`config.mk`:
```
export PLATFORM = sky130hd
export DESIGN_NAME = btp_top
export DESIGN_NICKNAME = d
export VERILOG_FILES = /design/src/design/btp_pkg.sv /design/src/design/btp_edge.sv /design/src/design/btp_top.sv
export VERILOG_INCLUDE_DIRS = /design/src /design/src/design
export SDC_FILE = /design/constraint.sdc
export NUM_CORES = 1
export LEC_CHECK = 0
export BUFFER_PORTS_ARGS = -buffer_cell sky130_fd_sc_hd__buf_2
export CORE_MARGIN = 4
export CORE_UTILIZATION = 57
export CTS_CLUSTER_SIZE = 28
export DETAILED_ROUTE_END_ITERATION = 8
export GPL_ROUTABILITY_DRIVEN = 0
export PLACE_DENSITY_LB_ADDON = 0.05
export REMOVE_ABC_BUFFERS = 1
export SYNTH_ARGS = -nofsm -noshare
export SYNTH_HDL_FRONTEND = slang
export SYNTH_SLANG_ARGS = --single-unit
```
`constraint.sdc`:
```
create_clock -name clock -period 2.7 [get_ports clock]
set_clock_uncertainty 0.1 [all_clocks]
set_input_delay 0.405 -clock clock [delete_from_list [all_inputs] [get_ports clock]]
set_output_delay 0.405 -clock clock [all_outputs]
set_load 0.02 [all_outputs]
```
`src/design/btp_consts.svh`:
```
// Purpose: Shared numbers for the backplane trigger line logic.
// Assumes: One 100 MHz clock; trigger levels are asserted-high inside.
// Notes: Cycle counts are derived from the printed times and the period.
`ifndef BTP_CONSTS_SVH
`define BTP_CONSTS_SVH

`define BTP_CLK_PERIOD_NS 10
`define BTP_SYNC_HIGH_NS 30
`define BTP_SYNC_GAP_NS 50
`define BTP_SEMI_PULSE_NS 50
`define BTP_SEMI_ACC_NS 40
`define BTP_NUM_TTL 8
`define BTP_NUM_ECL 2
`define BTP_SETTLE_CYC 3

`define BTP_CEIL_CYC(ns) (((ns) + `BTP_CLK_PERIOD_NS - 1) / `BTP_CLK_PERIOD_NS)
`define BTP_SYNC_HIGH_CYC `BTP_CEIL_CYC(`BTP_SYNC_HIGH_NS)
`define BTP_SYNC_GAP_CYC `BTP_CEIL_CYC(`BTP_SYNC_GAP_NS)
`define BTP_SEMI_PULSE_CYC `BTP_CEIL_CYC(`BTP_SEMI_PULSE_NS)

`endif

```
`src/design/btp_pkg.sv`:
```
// Purpose: Types for the backplane trigger line logic.
// Assumes: Included numbers come from btp_consts.svh.
// Notes: Modes and routing are per line.
package btp_pkg;

  typedef enum logic [2:0] {
    MODE_OFF,
    MODE_SYNC_SRC,
    MODE_SYNC_ACC,
    MODE_SEMI_SRC,
    MODE_SEMI_ACC,
    MODE_ASYNC_SRC,
    MODE_ASYNC_ACC,
    MODE_STARTSTOP
  } btp_mode_t;

  typedef enum logic [1:0] {
    ROUTE_NONE,
    ROUTE_FROM_FRONT,
    ROUTE_TO_FRONT,
    ROUTE_RSVD
  } btp_route_t;

  typedef enum logic {
    CLK_DRIVE_OUT,
    CLK_RECEIVE
  } btp_clk_mode_t;

  typedef enum {
    ST_IDLE,
    ST_PULSE,
    ST_GAP,
    ST_WAIT_LOW,
    ST_PEND,
    ST_HOLD
  } btp_state_t;

  typedef logic [3:0] btp_cnt_t;

  typedef struct packed {
    btp_mode_t mode;
    btp_route_t route;
    logic accRising;
    logic irqRiseEn;
    logic irqFallEn;
  } btp_line_cfg_t;

  typedef struct packed {
    logic riseFlag;
    logic fallFlag;
    logic doneFlag;
    logic busy;
    logic irqReq;
    logic acceptPulse;
  } btp_line_stat_t;

endpackage

```
`src/design/btp_edge.sv`:
```
// Purpose: Synchronise one input, detect its edges, hold sticky flags.
// Assumes: Clear inputs are one-cycle pulses from the clock domain.
// Notes: A set in the same cycle as a clear wins, so no edge is lost.
`timescale 1ns/1ps
module btp_edge (
  // Clock and reset
  input wire logic clock,
  input wire logic srst,
  // Raw input and flag clears
  input wire logic rawIn,
  input wire logic clearRise,
  input wire logic clearFall,
  // Results
  output logic level,
  output logic risePulse,
  output logic fallPulse,
  output logic riseFlag,
  output logic fallFlag
);
  logic meta_q;
  logic sync_q;
  logic prev_q;
  logic rise_q;
  logic fall_q;
  logic riseFlag_q;
  logic fallFlag_q;
  wire logic riseNow = sync_q & ~prev_q;
  wire logic fallNow = ~sync_q & prev_q;

  // The first stage feeds only the second; edges look at later stages.
  always_ff @(posedge clock) begin
    if (srst) begin
      meta_q <= 1'b0;
      sync_q <= 1'b0;
      prev_q <= 1'b0;
    end else begin
      meta_q <= rawIn;
      sync_q <= meta_q;
      prev_q <= sync_q;
    end
  end

  always_ff @(posedge clock) begin
    if (srst) begin
      rise_q <= 1'b0;
      fall_q <= 1'b0;
      riseFlag_q <= 1'b0;
      fallFlag_q <= 1'b0;
    end else begin
      rise_q <= riseNow;
      fall_q <= fallNow;
      riseFlag_q <= riseNow | (riseFlag_q & ~clearRise);
      fallFlag_q <= fallNow | (fallFlag_q & ~clearFall);
    end
  end

  assign level = prev_q;
  assign risePulse = rise_q;
  assign fallPulse = fall_q;
  assign riseFlag = riseFlag_q;
  assign fallFlag = fallFlag_q;
endmodule

```
`src/design/btp_top.sv`:
```
// Purpose: Trigger line routing, protocol engines and reference clock path.
// Assumes: Backplane lines are wired-OR; asserted is 1 on these ports.
// Notes: Line i pairs with line i^1 for the asynchronous protocol.
`timescale 1ns/1ps
`include "btp_consts.svh"
module btp_top
  import btp_pkg::*;
#(
  parameter int NUM_TTL = `BTP_NUM_TTL,
  parameter int NUM_ECL = `BTP_NUM_ECL
) (
  // Clock and reset
  input wire logic clock,
  input wire logic srst,
  // TTL backplane trigger lines
  input wire logic [NUM_TTL-1:0] ttlTrigIn,
  output logic [NUM_TTL-1:0] ttlTrigOut,
  output logic [NUM_TTL-1:0] ttlTrigOe,
  // ECL backplane trigger lines
  input wire logic [NUM_ECL-1:0] eclTrigIn,
  output logic [NUM_ECL-1:0] eclTrigOut,
  output logic [NUM_ECL-1:0] eclTrigOe,
  // Front panel trigger connectors
  input wire logic front_trigger_input,
  output logic front_trigger_output,
  // Reference clock paths
  input wire btp_clk_mode_t clkMode,
  input wire logic clk10RefIn,
  output logic clk10RefOut,
  output logic clk10RefOe,
  input wire logic front_external_clock_in,
  output logic front_external_clock_out,
  output logic front_external_clock_oe,
  // Per-line configuration and commands
  input wire btp_line_cfg_t [NUM_TTL+NUM_ECL-1:0] lineCfg,
  input wire logic [NUM_TTL+NUM_ECL-1:0] fire,
  input wire logic [NUM_TTL+NUM_ECL-1:0] ready,
  input wire logic [NUM_TTL+NUM_ECL-1:0] runLevel,
  input wire logic [NUM_TTL+NUM_ECL-1:0] clearRise,
  input wire logic [NUM_TTL+NUM_ECL-1:0] clearFall,
  input wire logic [NUM_TTL+NUM_ECL-1:0] clearDone,
  // Per-line status
  output btp_line_stat_t [NUM_TTL+NUM_ECL-1:0] lineStat
);
  localparam int NL = NUM_TTL + NUM_ECL;
  localparam btp_cnt_t SyncHighCyc = btp_cnt_t'(`BTP_SYNC_HIGH_CYC);
  localparam btp_cnt_t SyncGapCyc = btp_cnt_t'(`BTP_SYNC_GAP_CYC);
  localparam btp_cnt_t SemiPulseCyc = btp_cnt_t'(`BTP_SEMI_PULSE_CYC);
  localparam btp_cnt_t SettleCyc = btp_cnt_t'(`BTP_SETTLE_CYC);

  // All lines side by side; ECL lines sit above the TTL lines.
  wire logic [NL-1:0] lineRaw = {eclTrigIn, ttlTrigIn};
  logic [NL-1:0] lineLvl;
  logic [NL-1:0] lineRise;
  logic [NL-1:0] lineFall;
  logic [NL-1:0] lineRiseFlag;
  logic [NL-1:0] lineFallFlag;
  logic [NL-1:0] drive_q;
  logic [NL-1:0] toFrontMask;

  logic frontTrigLvl;
  logic frontClkLvl;
  logic refClkLvl;
  logic refClkRise;
  logic frontClkRise;
  logic frontTrigOut_q;
  logic clkOut_q;
  logic clkOe_q;
  logic extOut_q;
  logic extOe_q;

  // Front trigger input is synchronised once and shared by every line.
  btp_edge uFrontTrig (
    .clock(clock),
    .srst(srst),
    .rawIn(front_trigger_input),
    .clearRise(1'b0),
    .clearFall(1'b0),
    .level(frontTrigLvl),
    .risePulse(),
    .fallPulse(),
    .riseFlag(),
    .fallFlag()
  );

  btp_edge uRefClk (
    .clock(clock),
    .srst(srst),
    .rawIn(clk10RefIn),
    .clearRise(1'b0),
    .clearFall(1'b0),
    .level(refClkLvl),
    .risePulse(refClkRise),
    .fallPulse(),
    .riseFlag(),
    .fallFlag()
  );

  btp_edge uFrontClk (
    .clock(clock),
    .srst(srst),
    .rawIn(front_external_clock_in),
    .clearRise(1'b0),
    .clearFall(1'b0),
    .level(frontClkLvl),
    .risePulse(frontClkRise),
    .fallPulse(),
    .riseFlag(),
    .fallFlag()
  );

  // The start/stop tick follows whichever reference this frame runs on.
  wire logic clkTick = (clkMode == CLK_RECEIVE) ? frontClkRise : refClkRise;

  genvar gi;
  generate
    for (gi = 0; gi < NL; gi++) begin : gLine
      localparam int PI = ((gi ^ 1) < NL) ? (gi ^ 1) : gi;
      btp_state_t st_q;
      btp_state_t st_d;
      btp_cnt_t cnt_q;
      btp_cnt_t cnt_d;
      logic srcDrv_q;
      logic srcDrv_d;
      logic done_q;
      logic doneSet;
      logic accept_q;
      logic acceptNow;
      logic irq_q;
      logic busy_q;
      wire btp_line_cfg_t cfg = lineCfg[gi];
      wire logic partnerLvl = lineLvl[PI];
      wire logic partnerRise = lineRise[PI];
      wire logic fromFront = (cfg.route == ROUTE_FROM_FRONT);
      wire logic drive_d = fromFront ? frontTrigLvl : srcDrv_d;
      wire logic irq_d = (lineRiseFlag[gi] & cfg.irqRiseEn) |
                         (lineFallFlag[gi] & cfg.irqFallEn);
      wire logic syncEdge = cfg.accRising ? lineRise[gi] : lineFall[gi];

      btp_edge uEdge (
        .clock(clock),
        .srst(srst),
        .rawIn(lineRaw[gi]),
        .clearRise(clearRise[gi]),
        .clearFall(clearFall[gi]),
        .level(lineLvl[gi]),
        .risePulse(lineRise[gi]),
        .fallPulse(lineFall[gi]),
        .riseFlag(lineRiseFlag[gi]),
        .fallFlag(lineFallFlag[gi])
      );

      assign toFrontMask[gi] = (cfg.route == ROUTE_TO_FRONT);

      always_comb begin
        st_d = st_q;
        cnt_d = cnt_q;
        srcDrv_d = srcDrv_q;
        doneSet = 1'b0;
        acceptNow = 1'b0;
        case (st_q)
          ST_IDLE: begin
            srcDrv_d = 1'b0;
            if (cfg.mode == MODE_SYNC_SRC && fire[gi]) begin
              st_d = ST_PULSE;
              cnt_d = btp_cnt_t'(SyncHighCyc - 1'b1);
              srcDrv_d = 1'b1;
            end else if (cfg.mode == MODE_SEMI_SRC && fire[gi]) begin
              st_d = ST_PULSE;
              cnt_d = btp_cnt_t'(SemiPulseCyc - 1'b1);
              srcDrv_d = 1'b1;
            end else if (cfg.mode == MODE_SEMI_ACC && lineRise[gi]) begin
              st_d = ST_HOLD;
              srcDrv_d = 1'b1;
              acceptNow = 1'b1;
            end else if (cfg.mode == MODE_ASYNC_SRC && fire[gi] &&
                         !partnerLvl) begin
              st_d = ST_HOLD;
              srcDrv_d = 1'b1;
            end else if (cfg.mode == MODE_ASYNC_ACC && partnerRise) begin
              st_d = ST_PEND;
              acceptNow = 1'b1;
            end else if (cfg.mode == MODE_SYNC_ACC && syncEdge) begin
              acceptNow = 1'b1;
            end else if (cfg.mode == MODE_STARTSTOP) begin
              srcDrv_d = clkTick ? runLevel[gi] : srcDrv_q;
            end
          end
          ST_PULSE: begin
            if (cnt_q != '0) begin
              cnt_d = btp_cnt_t'(cnt_q - 1'b1);
            end else if (cfg.mode == MODE_SYNC_SRC) begin
              st_d = ST_GAP;
              cnt_d = btp_cnt_t'(SyncGapCyc - 1'b1);
              srcDrv_d = 1'b0;
            end else begin
              st_d = ST_WAIT_LOW;
              cnt_d = SettleCyc;
              srcDrv_d = 1'b0;
            end
          end
          ST_GAP: begin
            if (cnt_q != '0) begin
              cnt_d = btp_cnt_t'(cnt_q - 1'b1);
            end else begin
              st_d = ST_IDLE;
              doneSet = 1'b1;
            end
          end
          ST_WAIT_LOW: begin
            // Our own release needs the synchroniser delay to be seen.
            if (cnt_q != '0) begin
              cnt_d = btp_cnt_t'(cnt_q - 1'b1);
            end else if (!lineLvl[gi]) begin
              st_d = ST_IDLE;
              doneSet = 1'b1;
            end
          end
          ST_PEND: begin
            if (ready[gi]) begin
              st_d = ST_HOLD;
              srcDrv_d = 1'b1;
            end
          end
          ST_HOLD: begin
            if (cfg.mode == MODE_SEMI_ACC && ready[gi]) begin
              st_d = ST_IDLE;
              srcDrv_d = 1'b0;
              doneSet = 1'b1;
            end else if (cfg.mode == MODE_ASYNC_SRC && partnerLvl) begin
              st_d = ST_IDLE;
              srcDrv_d = 1'b0;
              doneSet = 1'b1;
            end else if (cfg.mode == MODE_ASYNC_ACC && !partnerLvl) begin
              st_d = ST_IDLE;
              srcDrv_d = 1'b0;
              doneSet = 1'b1;
            end else if (cfg.mode != MODE_SEMI_ACC &&
                         cfg.mode != MODE_ASYNC_SRC &&
                         cfg.mode != MODE_ASYNC_ACC) begin
              st_d = ST_IDLE;
              srcDrv_d = 1'b0;
            end
          end
          default: begin
            st_d = ST_IDLE;
            srcDrv_d = 1'b0;
          end
        endcase
        if (cfg.mode == MODE_OFF) begin
          st_d = ST_IDLE;
          srcDrv_d = 1'b0;
        end
      end

      always_ff @(posedge clock) begin
        if (srst) begin
          st_q <= ST_IDLE;
          cnt_q <= '0;
          srcDrv_q <= 1'b0;
          drive_q[gi] <= 1'b0;
        end else begin
          st_q <= st_d;
          cnt_q <= cnt_d;
          srcDrv_q <= srcDrv_d;
          drive_q[gi] <= drive_d;
        end
      end

      always_ff @(posedge clock) begin
        if (srst) begin
          done_q <= 1'b0;
          accept_q <= 1'b0;
          irq_q <= 1'b0;
          busy_q <= 1'b0;
        end else begin
          done_q <= doneSet | (done_q & ~clearDone[gi]);
          accept_q <= acceptNow;
          irq_q <= irq_d;
          busy_q <= (st_d != ST_IDLE);
        end
      end

      assign lineStat[gi].riseFlag = lineRiseFlag[gi];
      assign lineStat[gi].fallFlag = lineFallFlag[gi];
      assign lineStat[gi].doneFlag = done_q;
      assign lineStat[gi].busy = busy_q;
      assign lineStat[gi].irqReq = irq_q;
      assign lineStat[gi].acceptPulse = accept_q;
    end
  endgenerate

  // Open-collector style: a line is only driven while asserted.
  assign ttlTrigOut = drive_q[NUM_TTL-1:0];
  assign ttlTrigOe = drive_q[NUM_TTL-1:0];
  assign eclTrigOut = drive_q[NL-1:NUM_TTL];
  assign eclTrigOe = drive_q[NL-1:NUM_TTL];

  // Lines we drive ourselves also reach the front output via the pins.
  wire logic frontOut_d = |(lineLvl & toFrontMask);

  always_ff @(posedge clock) begin
    if (srst) begin
      frontTrigOut_q <= 1'b0;
      clkOut_q <= 1'b0;
      clkOe_q <= 1'b0;
      extOut_q <= 1'b0;
      extOe_q <= 1'b0;
    end else begin
      frontTrigOut_q <= frontOut_d;
      clkOut_q <= frontClkLvl;
      clkOe_q <= (clkMode == CLK_RECEIVE);
      extOut_q <= refClkLvl;
      extOe_q <= (clkMode == CLK_DRIVE_OUT);
    end
  end

  assign front_trigger_output = frontTrigOut_q;
  assign clk10RefOut = clkOut_q;
  assign clk10RefOe = clkOe_q;
  assign front_external_clock_out = extOut_q;
  assign front_external_clock_oe = extOe_q;
endmodule

```
==> flow_summary.yaml <==
global_routing:
  grt_use_met3_pct: 3.790
  grt_overflow: 0
  busiest_layer: "met2"
  grt_use_total_pct: 22.43
  grt_max_degree: 40
  grt_util_met2_pct: 38.29
  grt_pass1_wl_mm: 68.34
  antenna_found_initial: 1
  grt_pass1_vias: 14448
  grt_use_met1_pct: 29.20
final_layout:
  drive_gt1_share_pct: 16.86
  layout_common_cells: "dfxtp_1 (506), conb_1 (290), buf_2 (239), nor2_1 (135), a21oi_1 (106)"
  area_growth_pct: 22.32
  antenna_cells: 0
  finalNonFillerCells: 2897
  final_common_cell: "dfxtp_1"
  nNetsFinal: 2591
logic_synthesis:
  synth-seq-cells: 506
  synth_area_um2: 18980
  synth_edf_count: 0
  post_synth.cell_area_avg_um2: 9.747
  synthDistinctLibCells: 90
  async_flop_share_pct: 0
  synthCells: 1947
  ys_seq_area_share_pct: 53.38
  synthFlopType: "dfxtp_1"
  synth_warnings: 0
detailed_routing:
  drc: 0
  vias: 15187
  drt_wl_total_mm: 42.11
  detail_route.first_pass.iterations: 6
  vias_per_cell: 5.242
  ant_nets: 0
  drt_iter0_drc: 836
  wire_per_inst_um: 14.54
floorplan:
  start_util_pct: 58.03
  die_w_um: 190.5
  io-pin-count: 241
  std_cell_rows: 66
  fp.dieH_um: 190.5
  dieArea_um2: 36280
  core_um2: 32700
clock_network:
  cts_tree: "yes"
  cts_sinks: 506
  numCtsBuffers: 50
  htree_levels: 2
  clockBufferDepth: 3
  cts_resized: 0
  clk_pin_slew_ns: 0.06
  clock_latency_ns: 0.55
  root_buffer: "clkbuf_16"
timing:
  finalSetupViolCount: 0
  slew_headroom_pct: 27.25
  min_period_ns: 2.329
  hold_viol: 0
  rsz0062_at_grt: "no"
  timing.final.crit_share_pct: 86.27
  worst_slew_pin_slew_ns: 1.086
  tns_ns: 0
  fin_ws_ns: 0.3706
  fmax_mhz: 429.3
  maxSlewViolCount: 0
hold_path:
  worstHoldPathType: "in2reg"
setup_path:
  slowest_delay_ns: 0.52
  end_kind: "flip-flop"
  required_ns: 3.02
  path_buf_inv: 1
  critPathKind: "reg2reg"
  cp_top_family: "simple AND/OR/NAND/NOR gates"
  cp_cell_sequence: "inv_1 > ha_1 > or3b_1 > or4_1 > and3_1 > o21ai_1 > a31oi_1"
  crit_fanout: 9
  crit_arrival_ns: 2.65
  cp_slowest_cell: "or4_1"
  cp-start-kind: "flip-flop"
placed_design:
  portBuffers: 240
  place_ws_ns: 0.3891
  hpwl_mm: 29.97
  dp_cells: 2778
power:
  irDropWorstVdd_uv: 593.1
  leakage_nw: 9.970
  powerDensity_nw_per_um2: 688.0
job:
  maxCapViolations: 0
outcome:
  status: "completed"
flip-flops by register name, indices dropped and copies added, names as in the netlist, 2 cells and up:
name	flops
gLine.uEdge.meta_q	10
gLine.busy_q	10
gLine.done_q	10
gLine.srcDrv_q	10
gLine.irq_q	10
gLine.cnt_q	40
gLine.uEdge.sync_q	10
gLine.uEdge.risePulse	10
gLine.uEdge.riseFlag	10
gLine.uEdge.fallFlag	10
ttlTrigOe	8
gLine.accept_q	10
eclTrigOe	2
gLine.uEdge.level	10
gLine.st_q	320
gLine.uEdge.fallPulse	10
metal layers:
metal,part of all wire [%],vias up
met4,2.9,2
met3,6.2,90
met2,47,500
li1,-,7618
met5,0.021,-
met1,44,6977
timing repair:
item	CTS	global route
hold buffers	27	0
endpoints found under the hold margin	21	0
buffers inserted	0	0
tightest hold or removal path: stages:
cell and delay (ns):
buf_2 0.08, a22oi_1 0.07, nor2_1 0.08
synthesized netlist by cell type, types with 32 or more instances:
cell / instances / area share [%]
nor2b_1: 63 / 2.1
a21oi_1: 106 / 2.8
dfxtp_1: 506 / 53
nor2_1: 135 / 2.7
nand2_1: 101 / 2.0
buf_4: 71 / 2.8
inv_1: 77 / 1.5
mux2i_1: 32 / 1.7
nor3_1: 64 / 1.7
clkbuf_1: 75 / 1.5
nor4_1: 73 / 2.4
o21ai_0: 65 / 1.7
nand4_1: 33 / 1.1
nor3b_1: 33 / 1.3
nand3_1: 40 / 1.1
final timing paths:
path                                         from                  end  slack, ns  cells past startpoint
worst min register to register    uFrontClk.level  uFrontClk.risePulse       0.31                      1
worst max-delay path            gLine[5].cnt_q[0]      gLine[5].busy_q       0.37                      7
worst min-delay path                  lineCfg[41]       gLine[5].irq_q       0.03                      3
worst max register to register  gLine[5].cnt_q[0]      gLine[5].busy_q       0.37                      7
cells by family (layout without fill, tap and decap cells):
| kind of cell | count (synthesis) | in the layout | synth area share [%] |
|---|---|---|---|
| simple gates | 696 | 696 | 20.52 |
| compound gates | 427 | 427 | 15.52 |
| flops | 506 | 506 | 53.38 |
| xor+xnor | 6 | 6 | 0.2769 |
| buf+inv | 242 | 461 | 6.276 |
| mux | 49 | 49 | 2.696 |
| fa+ha+maj | 20 | 20 | 1.319 |
| other cells | 1 | 290 | 0.01976 |
stage by stage:
step | power, mW | hold slack [ns] | cell area, um2 | util (%)
after CTS | 16.12 | 0.0004461 | 23210 | 70.99
final | 15.97 | 0.02517 | 23210 | 70.99
after global placement | 8.625 | 0.3019 | 21120 | 64.57
after detailed placement | 8.642 | 0.3042 | 21120 | 64.57
after floorplan | 8.287 | 0.2838 | 19170 | -
after global routing | 16.53 | 0.01845 | 23210 | 70.99
power breakdown:
group	total, mW	internal (mW)	switching, mW
Sequential	7.84	7.75	0.0954
Combinational	0.683	0.281	0.402
Clock	7.45	4.61	2.84
Total	16.0	12.6	3.34
cell type report:
type,instances,area [um2]
tap,442,553.0
clock buffer,68,1473
multi-input combinational,1488,8757
clock inverter,24,354.1
inverter,79,296.5
timing repair buffer,290,1650
fill,2619,9488
sequential,506,10130
Power figures use the tool's default switching activity.
